--- src/design/iat_cfg.svh ---
// Purpose: offsets, field positions, reset values and timing of the indirect/tone block
// Assumes: byte-wide registers at their printed offsets
// Notes:   definitions only
`ifndef IAT_CFG_SVH
`define IAT_CFG_SVH

// register offsets
`define IAT_OFS_IRQ_STATUS3    8'h14
`define IAT_OFS_TONE_STATUS    8'h18
`define IAT_OFS_WORD_LOW       8'h1c
`define IAT_OFS_WORD_HIGH      8'h1d
`define IAT_OFS_LOCATION       8'h1e
`define IAT_OFS_PENDING        8'h1f

// field positions
`define IAT_BIT_TONE_PRESENT   4
`define IAT_BIT_PENDING        0
`define IAT_BIT_TONE_IRQ       0
`define IAT_BIT_DONE_IRQ       1

// reset values
`define IAT_RST_TONE_STATUS    8'h00
`define IAT_RST_WORD_LOW       8'h00
`define IAT_RST_WORD_HIGH      8'h00
`define IAT_RST_LOCATION       8'h00

// timing
`define IAT_CLK_HZ             250000000
`define IAT_UPDATE_HZ          16000

`endif

--- src/design/iat_pkg.sv ---
// Purpose: shared types of the indirect/tone block
// Assumes: nothing
// Notes:   numbers live in iat_cfg.svh
package iat_pkg;

	// outstanding indirect transfer
	typedef enum logic [1:0]
	{
		IAT_IDLE,
		IAT_WRITE_PEND,
		IAT_READ_PEND
	} iat_xfer_t;

	typedef logic [7:0]  iat_byte_t;
	typedef logic [15:0] iat_word_t;

endpackage : iat_pkg

--- src/design/iat_tick_if.sv ---
// Purpose: carries the periodic indirect update tick
// Assumes: single clock domain
// Notes:   tick is a one-cycle pulse
`timescale 1ns/1ps
`default_nettype none

interface iat_tick_if;
	logic tick;

	modport gen (output tick);
	modport use_tick (input tick);
endinterface : iat_tick_if

`default_nettype wire

--- src/design/iat_tick_gen.sv ---
// Purpose: divides core_clk down to the indirect update rate
// Assumes: ce freezes the count
// Notes:   one-cycle tick every PERIOD_CYCLES enabled cycles
`timescale 1ns/1ps
`default_nettype none

module iat_tick_gen
	import iat_pkg::*;
#(
	parameter int PERIOD_CYCLES = 15625
)
(
	// clock and reset
	input  wire logic core_clk,
	input  wire logic arst_n,
	input  wire logic ce,
	// tick out
	iat_tick_if.gen   tk
);

	localparam int CW = $clog2(PERIOD_CYCLES);

	// a period below two cycles cannot be counted
	if (PERIOD_CYCLES < 2)
	begin : g_bad_period
		$error("iat_tick_gen: PERIOD_CYCLES must be at least 2");
	end

	logic [CW-1:0] cnt_reg;
	logic [CW-1:0] cnt_next;
	wire           wrap = (cnt_reg == CW'(PERIOD_CYCLES - 1));

	// counter with wrap
	assign cnt_next = wrap ? '0 : cnt_reg + CW'(1);
	assign tk.tick  = wrap & ce;

	// period counter
	always_ff @(posedge core_clk or negedge arst_n)
	begin
		if (!arst_n)
			cnt_reg <= '0;
		else if (ce)
			cnt_reg <= cnt_next;
	end

endmodule : iat_tick_gen

`default_nettype wire

--- src/design/iat_regs.sv ---
// Purpose: indirect access window and tone decode status registers
// Assumes: host register port decoded from the control serial port, same clock
// Notes:   indirect array sits outside; its read data is valid while ind_req is high
`timescale 1ns/1ps
`include "iat_cfg.svh"
`default_nettype none

module iat_regs
	import iat_pkg::*;
#(
	parameter int UPDATE_CYCLES = `IAT_CLK_HZ / `IAT_UPDATE_HZ
)
(
	// clock, reset, enable
	input  wire logic        core_clk,
	input  wire logic        arst_n,
	input  wire logic        ce,
	// host register port
	input  wire logic [7:0]  reg_addr,
	input  wire logic        reg_wr,
	input  wire logic [7:0]  reg_wdata,
	input  wire logic        reg_rd,
	output logic      [7:0]  reg_rdata,
	output logic             reg_rvalid,
	// tone detector
	input  wire logic        tone_present_flag,
	input  wire logic [3:0]  key_code,
	// indirect array
	output logic             ind_req,
	output logic             ind_we,
	output logic      [7:0]  ind_addr,
	output logic      [15:0] ind_wdata,
	input  wire logic [15:0] ind_rdata,
	// event flags
	output logic             indirect_done_irq,
	output logic             tone_detect_irq
);

	if (UPDATE_CYCLES < 2)
	begin : g_bad_update
		$error("iat_regs: UPDATE_CYCLES must be at least 2");
	end

	iat_tick_if tk ();

	iat_tick_gen #(
		.PERIOD_CYCLES (UPDATE_CYCLES)
	) u_tick (
		.core_clk (core_clk),
		.arst_n   (arst_n),
		.ce       (ce),
		.tk       (tk)
	);

	iat_byte_t tone_status_reg;
	iat_byte_t word_low_reg;
	iat_byte_t word_high_reg;
	iat_byte_t location_reg;
	iat_xfer_t xfer_reg;
	iat_xfer_t xfer_next;
	logic      data_seen_reg;
	logic      tone_prev_reg;
	logic      done_irq_reg;
	logic      tone_irq_reg;
	iat_byte_t rdata_reg;
	logic      rvalid_reg;

	// write strobes, transfer service and tone edge terms
	wire en          = ce;
	wire wr_low      = en & reg_wr & (reg_addr == `IAT_OFS_WORD_LOW);
	wire wr_high     = en & reg_wr & (reg_addr == `IAT_OFS_WORD_HIGH);
	wire wr_loc      = en & reg_wr & (reg_addr == `IAT_OFS_LOCATION);
	wire wr_irq      = en & reg_wr & (reg_addr == `IAT_OFS_IRQ_STATUS3);
	wire pending     = (xfer_reg != IAT_IDLE);
	wire service     = tk.tick & pending;
	wire svc_read    = service & (xfer_reg == IAT_READ_PEND);
	wire tone_rise   = tone_present_flag & ~tone_prev_reg;
	wire clr_done    = wr_irq & reg_wdata[`IAT_BIT_DONE_IRQ];
	wire clr_tone    = wr_irq & reg_wdata[`IAT_BIT_TONE_IRQ];

	// array access only on the service tick
	assign ind_req   = service;
	assign ind_we    = service & (xfer_reg == IAT_WRITE_PEND);
	assign ind_addr  = location_reg;
	assign ind_wdata = {word_high_reg, word_low_reg};

	// transfer state: a location write picks write or read, a tick retires it
	always_comb
	begin
		xfer_next = xfer_reg;
		if (service)
			xfer_next = IAT_IDLE;
		if (wr_loc)
			xfer_next = data_seen_reg ? IAT_WRITE_PEND : IAT_READ_PEND;
	end

	// readback mux
	iat_byte_t rd_mux;
	always_comb
	begin
		rd_mux = 8'h00;
		unique case (reg_addr)
			`IAT_OFS_IRQ_STATUS3: rd_mux = {6'h00, done_irq_reg, tone_irq_reg};
			`IAT_OFS_TONE_STATUS: rd_mux = tone_status_reg;
			`IAT_OFS_WORD_LOW:    rd_mux = word_low_reg;
			`IAT_OFS_WORD_HIGH:   rd_mux = word_high_reg;
			`IAT_OFS_LOCATION:    rd_mux = location_reg;
			`IAT_OFS_PENDING:     rd_mux = {7'h00, pending};
			default:              rd_mux = 8'h00;
		endcase
	end

	// tone status capture and edge history
	always_ff @(posedge core_clk or negedge arst_n)
	begin
		if (!arst_n)
		begin
			tone_status_reg <= `IAT_RST_TONE_STATUS;
			tone_prev_reg   <= 1'b0;
		end
		else if (en)
		begin
			tone_status_reg <= {3'h0, tone_present_flag, key_code};
			tone_prev_reg   <= tone_present_flag;
		end
	end

	// indirect word bytes: host writes, read transfer loads
	always_ff @(posedge core_clk or negedge arst_n)
	begin
		if (!arst_n)
		begin
			word_low_reg  <= `IAT_RST_WORD_LOW;
			word_high_reg <= `IAT_RST_WORD_HIGH;
		end
		else if (svc_read)
		begin
			word_low_reg  <= ind_rdata[7:0];
			word_high_reg <= ind_rdata[15:8];
		end
		else
		begin
			if (wr_low)
				word_low_reg <= reg_wdata;
			if (wr_high)
				word_high_reg <= reg_wdata;
		end
	end

	// location, transfer state and data-written marker
	always_ff @(posedge core_clk or negedge arst_n)
	begin
		if (!arst_n)
		begin
			location_reg  <= `IAT_RST_LOCATION;
			xfer_reg      <= IAT_IDLE;
			data_seen_reg <= 1'b0;
		end
		else if (en)
		begin
			xfer_reg <= xfer_next;
			if (wr_loc)
				location_reg <= reg_wdata;
			if (wr_loc)
				data_seen_reg <= 1'b0;
			else if (wr_low | wr_high)
				data_seen_reg <= 1'b1;
		end
	end

	// sticky event flags, set wins over a write-one clear
	always_ff @(posedge core_clk or negedge arst_n)
	begin
		if (!arst_n)
		begin
			done_irq_reg <= 1'b0;
			tone_irq_reg <= 1'b0;
		end
		else if (en)
		begin
			done_irq_reg <= service | (done_irq_reg & ~clr_done);
			tone_irq_reg <= tone_rise | (tone_irq_reg & ~clr_tone);
		end
	end

	// registered read data, one cycle after reg_rd
	always_ff @(posedge core_clk or negedge arst_n)
	begin
		if (!arst_n)
		begin
			rdata_reg  <= 8'h00;
			rvalid_reg <= 1'b0;
		end
		else if (en)
		begin
			rvalid_reg <= reg_rd;
			if (reg_rd)
				rdata_reg <= rd_mux;
		end
	end

	assign reg_rdata         = rdata_reg;
	assign reg_rvalid        = rvalid_reg;
	assign indirect_done_irq = done_irq_reg;
	assign tone_detect_irq   = tone_irq_reg;

endmodule : iat_regs

`default_nettype wire

--- config.mk ---
export PLATFORM = sky130hd
export DESIGN_NAME = iat_regs
export DESIGN_NICKNAME = d
export VERILOG_FILES = /design/src/design/iat_pkg.sv /design/src/design/iat_tick_if.sv /design/src/design/iat_tick_gen.sv /design/src/design/iat_regs.sv
export VERILOG_INCLUDE_DIRS = /design/src /design/src/design
export SDC_FILE = /design/constraint.sdc
export NUM_CORES = 1
export LEC_CHECK = 0
export BUFFER_PORTS_ARGS = -buffer_cell sky130_fd_sc_hd__buf_4
export CAP_MARGIN = 20
export CORE_AREA = 10 10 119 121
export CTS_BUF_LIST = sky130_fd_sc_hd__clkbuf_2 sky130_fd_sc_hd__clkbuf_4 sky130_fd_sc_hd__clkbuf_8
export CTS_CLUSTER_DIAMETER = 120
export CTS_CLUSTER_SIZE = 8
export DETAILED_ROUTE_END_ITERATION = 8
export DIE_AREA = 0 0 129 131
export SKIP_CTS_REPAIR_TIMING = 1
export SLEW_MARGIN = 25
export SYNTH_ARGS = -nofsm -noshare
export SYNTH_HDL_FRONTEND = slang
export SYNTH_HIERARCHICAL = 1
export SYNTH_SLANG_ARGS = --single-unit
--- constraint.sdc ---
create_clock -name core_clk -period 3.1 [get_ports core_clk]
set_input_delay 0.62 -clock core_clk [delete_from_list [all_inputs] [get_ports core_clk]]
set_output_delay 0.62 -clock core_clk [all_outputs]
set_load 0.02 [all_outputs]
==> flow_summary.json, run 1 <==
{
  "grt_max_degree": 58,
  "final_cell_mix": "81 x buf_4, 57 x dfrtp_1, 25 x nor2_1",
  "synth_mux_area_share_pct": 11.7,
  "initialDrtViolationCount": 163,
  "peakVddDrop_mv": 0.182,
  "synth_area_leader_cell": "dfrtp_1",
  "max_stage_delay_ns": 0.56,
  "vias": 2389,
  "num_rows": 40,
  "whs_ns": 0.341,
  "worst_path_max_delay_cell": "or4_4",
  "initial_core_util_pct": 24.5,
  "cp_num_buf_inv": 1,
  "ioPinCount": 79,
  "grt_use_total_pct": 10.6,
  "grt_use_met2_pct": 17.0,
  "worst_ep_required_time_ns": 2.48,
  "skew_ns": 0.0120,
  "cts_buffers": 9,
  "synth_nets": 311,
  "synth_xor_area_share_pct": 3.32,
  "avgSynthCellArea_um2": 10.9,
  "fmax_mhz": 340,
  "root_buffer": "clkbuf_8",
  "yosys-top-cells-area": "dfrtp_1 49%, mux2i_1 5.9%, mux2_2 5.1%",
  "met3_usage_pct": 4.63,
  "fp.dieArea_mm2": 0.0169,
  "ys_seq_area_share_pct": 49.2,
  "setup_violations": 0,
  "hold_viol": 0,
  "dieWidth_um": 129,
  "total_power_mw": 1.85,
  "die-height_um": 131,
  "crit_fanout": 10,
  "synth_edf_count": 0,
  "ys_types": 47,
  "pre_cts_slack_ns": 0.454,
  "io_buffers": 78,
  "tightest_slew_ns": 0.746,
  "holdCritPathClass": "input port to async pin",
  "tns_ns": 0,
  "nFillCells": 1213,
  "gp_congestion": 0.815,
  "worstPathArrival_ns": 2.32,
  "drv_cap": 0,
  "cts_tree": "yes",
  "p_leak_nw": 1.79,
  "largest_reg_flops": 14,
  "grt_pass1_vias": 2486,
  "grt_pass1_wl_mm": 13.7,
  "ys_ff_latch": 57,
  "clk_pin_slew_ns": 0.06,
  "antenna_left": 0,
  "report.final.slew_viol_count": 0,
  "drt-pass1-iter-count": 4,
  "path_cells": "or4_4 -> nor4_4 -> and2_1 -> and2_1 -> buf_4",
  "synth_top_family_by_area": "simple AND/OR/NAND/NOR gates",
  "busiest_layer": "met2",
  "clock_path_buffers": 2,
  "slew_headroom_pct": 50.3,
  "cp-end-kind": "output port",
  "seq_area_mm2": 0.00143,
  "synth_compound_area_share_pct": 13.2,
  "wl_per_cell_um": 17.3,
  "worstSkewPairLatency_ns": 0.34,
  "worstSetupStartpointType": "flip-flop",
  "netlist_instances": 266,
  "grt_antenna_before_repair": 0,
  "fp.coreArea_mm2": 0.0118,
  "critical-path-top-delay-family": "simple AND/OR/NAND/NOR gates",
  "synth_top_area_share_pct": 49.2,
  "ys_async_sr_fraction_pct": 100,
  "htreeDepth": 3,
  "powerDensity_mw_per_mm2": 478,
  "post-route-period-util_pct": 95.0,
  "ys.flop_type": "dfrtp_1",
  "use_met1_pct": 12.3,
  "layout_setup_ws_ns": 0.156,
  "drc": 0,
  "drt_wl_total_mm": 8.65,
  "utilization_pct": 32.7,
  "synth_simple_gate_area_share_pct": 18.8,
  "synth_fa_ha_area_share_pct": 1.30,
  "antenna_cells": 0,
  "status": "finished clean",
  "layout_commonest_cell": "buf_4",
  "crit_top_cell": "and2_1",
  "gr-total-overflow": 0,
  "syn2layout_area_growth_pct": 33.4,
  "layout_min_cycle_time_ns": 2.94,
  "nNetsFinal": 393,
  "rsz0062_at_grt": "no",
  "viasPerCell": 4.79,
  "critical_path_class": "flip-flop to output port",
  "synthesis.area_mm2": 0.00290,
  "cts_sinks": 57,
  "multi_input_area_mm2": 0.00141,
  "layout-drive-gt1-share_pct": 36.1,
  "hpwl_mm": 6.59,
  "ys_warn_count": 6
}
-- per-layer routing --
layer	part of all wire, %	vias up
met2	49	74
met5	0	-
li1	-	1134
met4	2.0	0
met1	42	1168
met3	7.2	13
-- Yosys cell counts, drive strengths merged (2+ instances only) --
cell and instances:
ha 3, nand3 4, nor2b 3, xnor2 8
clkbuf 5, mux2 13, o21ai 12, buf 5
mux2i 17, a21o 2, dfrtp 57, nor4 5
a21oi 15, nor2 26, or2 10, inv 6
a32oi 3, nand2 18, a22oi 2, nor3 5
a22o 3, nand4 6, nand3b 2, xor2 3
a32o 2, o221a 8, and2 7, a211oi 4
-- through the flow --
stage | instances | cell area, um2
floorplan | 266 | 2900
global placement | 484 | 3650
detailed placement | 484 | 3650
CTS | 499 | 3870
global route | 499 | 3870
finish | 499 | 3870
-- kinds of logic after synthesis --
| family | after synthesis |
|---|---|
| AO/OA/AOI/OAI | 53 |
| XOR/XNOR | 11 |
| adder cells (fa/ha/maj) | 3 |
| buffers and inverters | 16 |
| flip-flops | 57 |
| multiplexers | 31 |
| AND/OR/NAND/NOR | 95 |
-- worst register-to-register path, cell delays in order (launching register included) --
cell	delay (ns)
dfrtp_1	0.42
or4_4	0.56
nor4_4	0.24
and2_1	0.36
nand3b_1	0.28
buf_4	0.26
or2_2	0.28
o221a_1	0.12
-- power breakdown --
part	leakage [nW]	switching (mW)	internal, mW	total (mW)
combinational	0.907	0.114	0.112	0.226
sequential	0.766	0.0536	0.791	0.845
clock	0.113	0.292	0.487	0.779
-- final cells by class --
| class | count | area share (%) |
|---|---|---|
| clock buffer | 12 | 3.95 |
| clock inverter | 3 | 1.68 |
| inverter | 6 | 0.583 |
| multi-input combinational | 193 | 36.4 |
| sequential | 57 | 36.9 |
| tap | 147 | 4.76 |
| timing repair buffer | 81 | 15.7 |
-- worst paths after layout --
path | start | endpoint | slack, ns | cells after the start
min in group core_clk | reg_rdata[0]$_DFFE_PN0P_ | reg_rdata[0]$_DFFE_PN0P_ | 0.48 | 2
max reg2reg | u_tick/cnt_reg[7]$_DFFE_PN0P_ | word_low_reg[7]$_DFFE_PN0P_ | 0.47 | 7
min | arst_n | u_tick/cnt_reg[9]$_DFFE_PN0P_ | 0.34 | 1
min reg2reg | reg_rdata[0]$_DFFE_PN0P_ | reg_rdata[0]$_DFFE_PN0P_ | 0.48 | 2
max in group asynchronous | arst_n | reg_rdata[7]$_DFFE_PN0P_ | 2.26 | 1
max | u_tick/cnt_reg[7]$_DFFE_PN0P_ | ind_req | 0.16 | 5
Power figures use the tool's default switching activity.
==> inputs of run 2 (changes only) <==
--- a/config.mk
+++ b/config.mk
@@ -8,15 +8,14 @@
 export LEC_CHECK = 0
 export BUFFER_PORTS_ARGS = -buffer_cell sky130_fd_sc_hd__buf_4
 export CAP_MARGIN = 20
-export CORE_AREA = 10 10 119 121
+export CORE_AREA = 10 10 122 124
 export CTS_BUF_LIST = sky130_fd_sc_hd__clkbuf_2 sky130_fd_sc_hd__clkbuf_4 sky130_fd_sc_hd__clkbuf_8
 export CTS_CLUSTER_DIAMETER = 120
 export CTS_CLUSTER_SIZE = 8
 export DETAILED_ROUTE_END_ITERATION = 8
-export DIE_AREA = 0 0 129 131
+export DIE_AREA = 0 0 132 134
 export SKIP_CTS_REPAIR_TIMING = 1
 export SLEW_MARGIN = 25
 export SYNTH_ARGS = -nofsm -noshare
 export SYNTH_HDL_FRONTEND = slang
-export SYNTH_HIERARCHICAL = 1
 export SYNTH_SLANG_ARGS = --single-unit
==> run 2 against run 1 <==
Net effect:
- register-to-register slack better by 0.11 ns
- setup slack gained 0.040 ns
- largest cell class is now multi-input gates
- die area up 4.7%
- sequential share of layout area decreased by 1.5 points
==> flow_summary.json, run 2 <==
{
  "status": "finished clean",
  "ioPinCount": 79,
  "htreeDepth": 3,
  "syn2layout_area_growth_pct": 32.1,
  "ys.flop_type": "dfrtp_1",
  "hold_viol": 0,
  "netlist_instances": 256,
  "cts_tree": "yes",
  "antenna_left": 0,
  "wl_per_cell_um": 16.8,
  "yosys-top-cells-area": "dfrtp_1 47%, mux2_2 11%, mux2_4 7.9%",
  "largest_reg_flops": 14,
  "clk_pin_slew_ns": 0.06,
  "final_cells": 515,
  "dieWidth_um": 132,
  "drc": 0,
  "grt_pass1_wl_mm": 13.4,
  "tns_ns": 0,
  "tightest_slew_ns": 0.715,
  "cts_buffers": 9,
  "crit_fanout": 7,
  "ys_warn_count": 0,
  "utilization_pct": 32.3,
  "synth_area_leader_cell": "dfrtp_1",
  "skew_ns": 0.00925,
  "grt_max_degree": 58,
  "powerDensity_mw_per_mm2": 461,
  "dp_cells": 499,
  "grt_antenna_before_repair": 0,
  "synth_top_family_by_area": "multiplexers",
  "cts_sinks": 57,
  "synth_simple_gate_area_share_pct": 16.5,
  "num_rows": 41,
  "grt_use_total_pct": 9.64,
  "worstPathArrival_ns": 2.28,
  "rsz0062_at_grt": "no",
  "critical_path_class": "flip-flop to output port",
  "worstSkewPairLatency_ns": 0.34,
  "synth_xor_area_share_pct": 2.58,
  "synth_fa_ha_area_share_pct": 0.820,
  "viasPerCell": 4.41,
  "p_leak_nw": 1.96,
  "synth_nets": 300,
  "drt_wl_total_mm": 8.65,
  "holdCritPathClass": "input port to async pin",
  "synthesis.area_mm2": 0.00305,
  "avgSynthCellArea_um2": 11.9,
  "clock_path_buffers": 2,
  "cp-end-kind": "output port",
  "drv_cap": 0,
  "slew_headroom_pct": 52.3,
  "root_buffer": "clkbuf_8",
  "setup_violations": 0,
  "ys_seq_area_share_pct": 46.7,
  "final_cell_mix": "81 x buf_4, 57 x dfrtp_1, 29 x mux2_2",
  "drt-pass1-iter-count": 4,
  "initial_core_util_pct": 24.5,
  "ys_ff_latch": 57,
  "synth_edf_count": 0,
  "hpwl_mm": 6.72,
  "layout-drive-gt1-share_pct": 45.8,
  "yosysMostFrequentCell": "dfrtp_1",
  "gr-total-overflow": 0,
  "grt_pass1_vias": 2417,
  "fp.coreArea_mm2": 0.0125,
  "gp_congestion": 0.861,
  "die-height_um": 134,
  "initialDrtViolationCount": 124,
  "peakVddDrop_mv": 0.230,
  "layout_min_cycle_time_ns": 2.90,
  "worstSetupStartpointType": "flip-flop",
  "ys_async_sr_fraction_pct": 100,
  "ys_types": 51,
  "synth_compound_area_share_pct": 8.73,
  "fmax_mhz": 344,
  "worst_ep_required_time_ns": 2.48,
  "synth_top_area_share_pct": 46.7,
  "post-route-period-util_pct": 93.7,
  "nNetsFinal": 382,
  "antenna_cells": 0,
  "report.final.slew_viol_count": 0,
  "synthTopCellsByCount": "57 x dfrtp_1, 29 x mux2_2, 22 x nand2_1",
  "fp.dieArea_mm2": 0.0177,
  "vias": 2272,
  "io_buffers": 78,
  "synth_mux_area_share_pct": 21.6,
  "layout_commonest_cell": "buf_4"
}
run 2: cell types whose count changed after synthesis, sizes merged, moves of 8 or more:
cell | previous run | this run
a21oi | 15 | 3
mux2 | 13 | 45
mux2i | 17 | 7
nor2 | 26 | 11
o221a | 8 | 0
or2 | 10 | 2
run 2: metal layers:
metal | up-vias | GRT usage, % | part of all wire [%]
met5 | - | 0 | 0
met4 | 0 | 4.57 | 2.0
met3 | 9 | 3.36 | 5.9
met2 | 54 | 15.3 | 47
met1 | 1107 | 11.4 | 45
li1 | 1102 | - | -
run 2: cells by family (layout without fill, tap and decap cells):
family | after synthesis | count (layout)
AOI/OAI and AO/OA | 39 | 39
xor gates and xnor gates | 9 | 9
adders and majority gates | 2 | 2
buffers and inverters | 18 | 105
DFF | 57 | 57
muxes | 53 | 53
and+or+nand+nor | 78 | 78
run 2: where the power goes:
part	leakage [nW]	total [mW]	internal [mW]	switching, mW
logic	1.09	0.241	0.119	0.121
registers	0.757	0.865	0.797	0.0676
clock network	0.109	0.754	0.457	0.297
run 2: worst paths after layout:
path	from	to	slack, ns	cells after the start
max	u_tick.cnt_reg[4]$_DFFE_PN0P_	ind_we	0.20	5
min	arst_n	xfer_reg[1]$_DFFE_PN0P_	0.34	1
max reg2reg	u_tick.cnt_reg[9]$_DFFE_PN0P_	word_low_reg[2]$_DFFE_PN0P_	0.58	4
min reg2reg	reg_rdata[0]$_DFFE_PN0P_	reg_rdata[0]$_DFFE_PN0P_	0.48	2
max in group asynchronous	arst_n	u_tick.cnt_reg[7]$_DFFE_PN0P_	2.30	1
min in group core_clk	reg_rdata[0]$_DFFE_PN0P_	reg_rdata[0]$_DFFE_PN0P_	0.48	2
run 2: worst max-delay path, cell delays in order (launching register included):
cell and delay, ns:
dfrtp_1 0.45, or4bb_2 0.67, nor4_2 0.31, nand2_1 0.14, nor3b_1 0.21, buf_4 0.17
run 2: stage by stage:
stage	setup slack (ns)	hold WS [ns]	total power, mW	instance area (um2)
6_report	0.195	0.338	1.86	4030
5_1_grt	0.0809	0.391	1.95	4030
4_1_cts	0.0712	0.365	1.88	4030
3_5_place_dp	0.347	0.479	1.12	3810
3_3_place_gp	0.364	0.469	1.11	3810
2_1_floorplan	0.456	0.324	0.999	3050
run 2: area by class of cell:
type	instances	area [um2]
Tap cell	172	215
Inverter	8	30.0
Sequential cell	57	1430
Fill cell	1249	8430
Timing Repair Buffer	81	608
Clock buffer	10	131
Multi-Input combinational cell	181	1540
Clock inverter	6	82.6
==> inputs of run 3 (changes only) <==
--- a/config.mk
+++ b/config.mk
@@ -14,6 +14,7 @@
 export CTS_CLUSTER_SIZE = 8
 export DETAILED_ROUTE_END_ITERATION = 8
 export DIE_AREA = 0 0 132 134
+export PLACE_DENSITY = 0.39
 export SKIP_CTS_REPAIR_TIMING = 1
 export SLEW_MARGIN = 25
 export SYNTH_ARGS = -nofsm -noshare
==> run 3 against run 2 <==
Net effect:
- combinational power grew 5%
- clock skew grew 0.0044 ns
- sequential power is essentially flat
==> flow_summary.json, run 3 (same netlist as run 2, synthesis figures left out) <==
{
  "reg2reg_from": "u_tick.cnt_reg[9]$_DFFE_PN0P_",
  "layout_commonest_cell": "buf_4",
  "fp.dieArea_mm2": 0.0177,
  "final_cell_mix": "83 x buf_4, 57 x dfrtp_1, 29 x mux2_2",
  "worst_ep_required_time_ns": 2.48,
  "setup_violations": 0,
  "hold_viol": 0,
  "crit_fanout": 7,
  "drt_wl_total_mm": 9.36,
  "post-route-period-util_pct": 94.4,
  "powerDensity_mw_per_mm2": 464,
  "final_area_mm2": 0.00406,
  "fmax_mhz": 342,
  "fp.coreArea_mm2": 0.0125,
  "cts_tree": "yes",
  "route.met2.wl_mm": 4.17,
  "report.final.slew_viol_count": 0,
  "grt_use_total_pct": 10.9,
  "largest_reg_flops": 14,
  "layout_min_cycle_time_ns": 2.93,
  "rsz0062_at_grt": "no",
  "layout-drive-gt1-share_pct": 46.4,
  "drv_cap": 0,
  "cp-end-kind": "output port",
  "initial_core_util_pct": 24.5,
  "cts_sinks": 57,
  "initialDrtViolationCount": 86,
  "drc": 0,
  "grt_pass1_wl_mm": 14.9,
  "r2r-end": "word_low_reg[4]$_DFFE_PN0P_",
  "hpwl_mm": 7.04,
  "clock_path_buffers": 2,
  "skew_ns": 0.0136,
  "worstSkewPairLatency_ns": 0.35,
  "peakVddDrop_mv": 0.143,
  "die-height_um": 134,
  "nNetsFinal": 384,
  "status": "finished clean",
  "gp_congestion": 0.730,
  "htreeDepth": 3,
  "antenna_cells": 0,
  "tightest_slew_ns": 0.772,
  "dieWidth_um": 132,
  "syn2layout_area_growth_pct": 33.1,
  "utilization_pct": 32.6,
  "grt_max_degree": 58,
  "vias": 2310,
  "worstPathArrival_ns": 2.31,
  "wl_per_cell_um": 18.1,
  "pre_cts_slack_ns": 0.231,
  "io_buffers": 78,
  "reg2reg_depth": 4,
  "root_buffer": "clkbuf_8",
  "met1_length_mm": 4.58,
  "num_rows": 41,
  "ioPinCount": 79,
  "viasPerCell": 4.47,
  "r2r_slack_ns": 0.79,
  "wl_met3_um": 472,
  "worstSetupStartpointType": "flip-flop",
  "gr-total-overflow": 0,
  "tns_ns": 0,
  "grt_pass1_vias": 2599,
  "layout_setup_ws_ns": 0.174,
  "total_power_mw": 1.89,
  "drt-pass1-iter-count": 4,
  "cts_buffers": 9,
  "antenna_left": 0,
  "critical_path_class": "flip-flop to output port",
  "p_leak_nw": 1.98,
  "slew_headroom_pct": 48.6,
  "top_layer_used": "met4",
  "clk_pin_slew_ns": 0.07,
  "grt_antenna_before_repair": 0,
  "holdCritPathClass": "input port to async pin",
  "post_dp_cell_area_mm2": 0.00383
}
[run 3: cell type report]
type | count | area, um2
Tap cell | 172 | 215
Fill cell | 1292 | 8400
Clock inverter | 2 | 35.0
Timing Repair Buffer | 83 | 623
Clock buffer | 14 | 180
Inverter | 8 | 30.0
Sequential cell | 57 | 1430
Multi-Input combinational cell | 181 | 1550
[run 3: how the worst max path moves through the flow]
| stage | cells after the start | from | to |
|---|---|---|---|
| 6_report | 5 | u_tick.cnt_reg[4]$_DFFE_PN0P_ | ind_we |
| 5_1_grt | 5 | u_tick.cnt_reg[4]$_DFFE_PN0P_ | ind_we |
| 4_1_cts | 5 | u_tick.cnt_reg[4]$_DFFE_PN0P_ | ind_we |
| 3_5_place_dp | 5 | u_tick.cnt_reg[4]$_DFFE_PN0P_ | ind_we |
| 3_3_place_gp | 5 | u_tick.cnt_reg[4]$_DFFE_PN0P_ | ind_we |
| 2_1_floorplan | 4 | u_tick.cnt_reg[4]$_DFFE_PN0P_ | ind_we |
[run 3: stage by stage]
stage,cells,hold WS [ns]
6_report,517,0.333
5_1_grt,517,0.389
4_1_cts,517,0.366
3_5_place_dp,501,0.475
3_3_place_gp,501,0.473
2_1_floorplan,256,0.324
[run 3: worst max-delay path: stages (launching register included)]
cell and delay, ns:
dfrtp_1 0.46, or4bb_2 0.69, nor4_4 0.29, nand2_1 0.15
nor3b_2 0.20, buf_4 0.17
[run 3: layer usage]
| layer | up-vias | global-route usage, % |
|---|---|---|
| met2 | 60 | 16.1 |
| met5 | - | 0 |
| met3 | 8 | 2.95 |
| met4 | 0 | 4.82 |
| met1 | 1137 | 14.5 |
| li1 | 1105 | - |
[run 3: report_power, final]
group / switching (mW) / leakage (nW) / internal (mW)
Sequential: 0.0699 / 0.757 / 0.797
Clock: 0.312 / 0.114 / 0.454
Combinational: 0.129 / 1.11 / 0.123
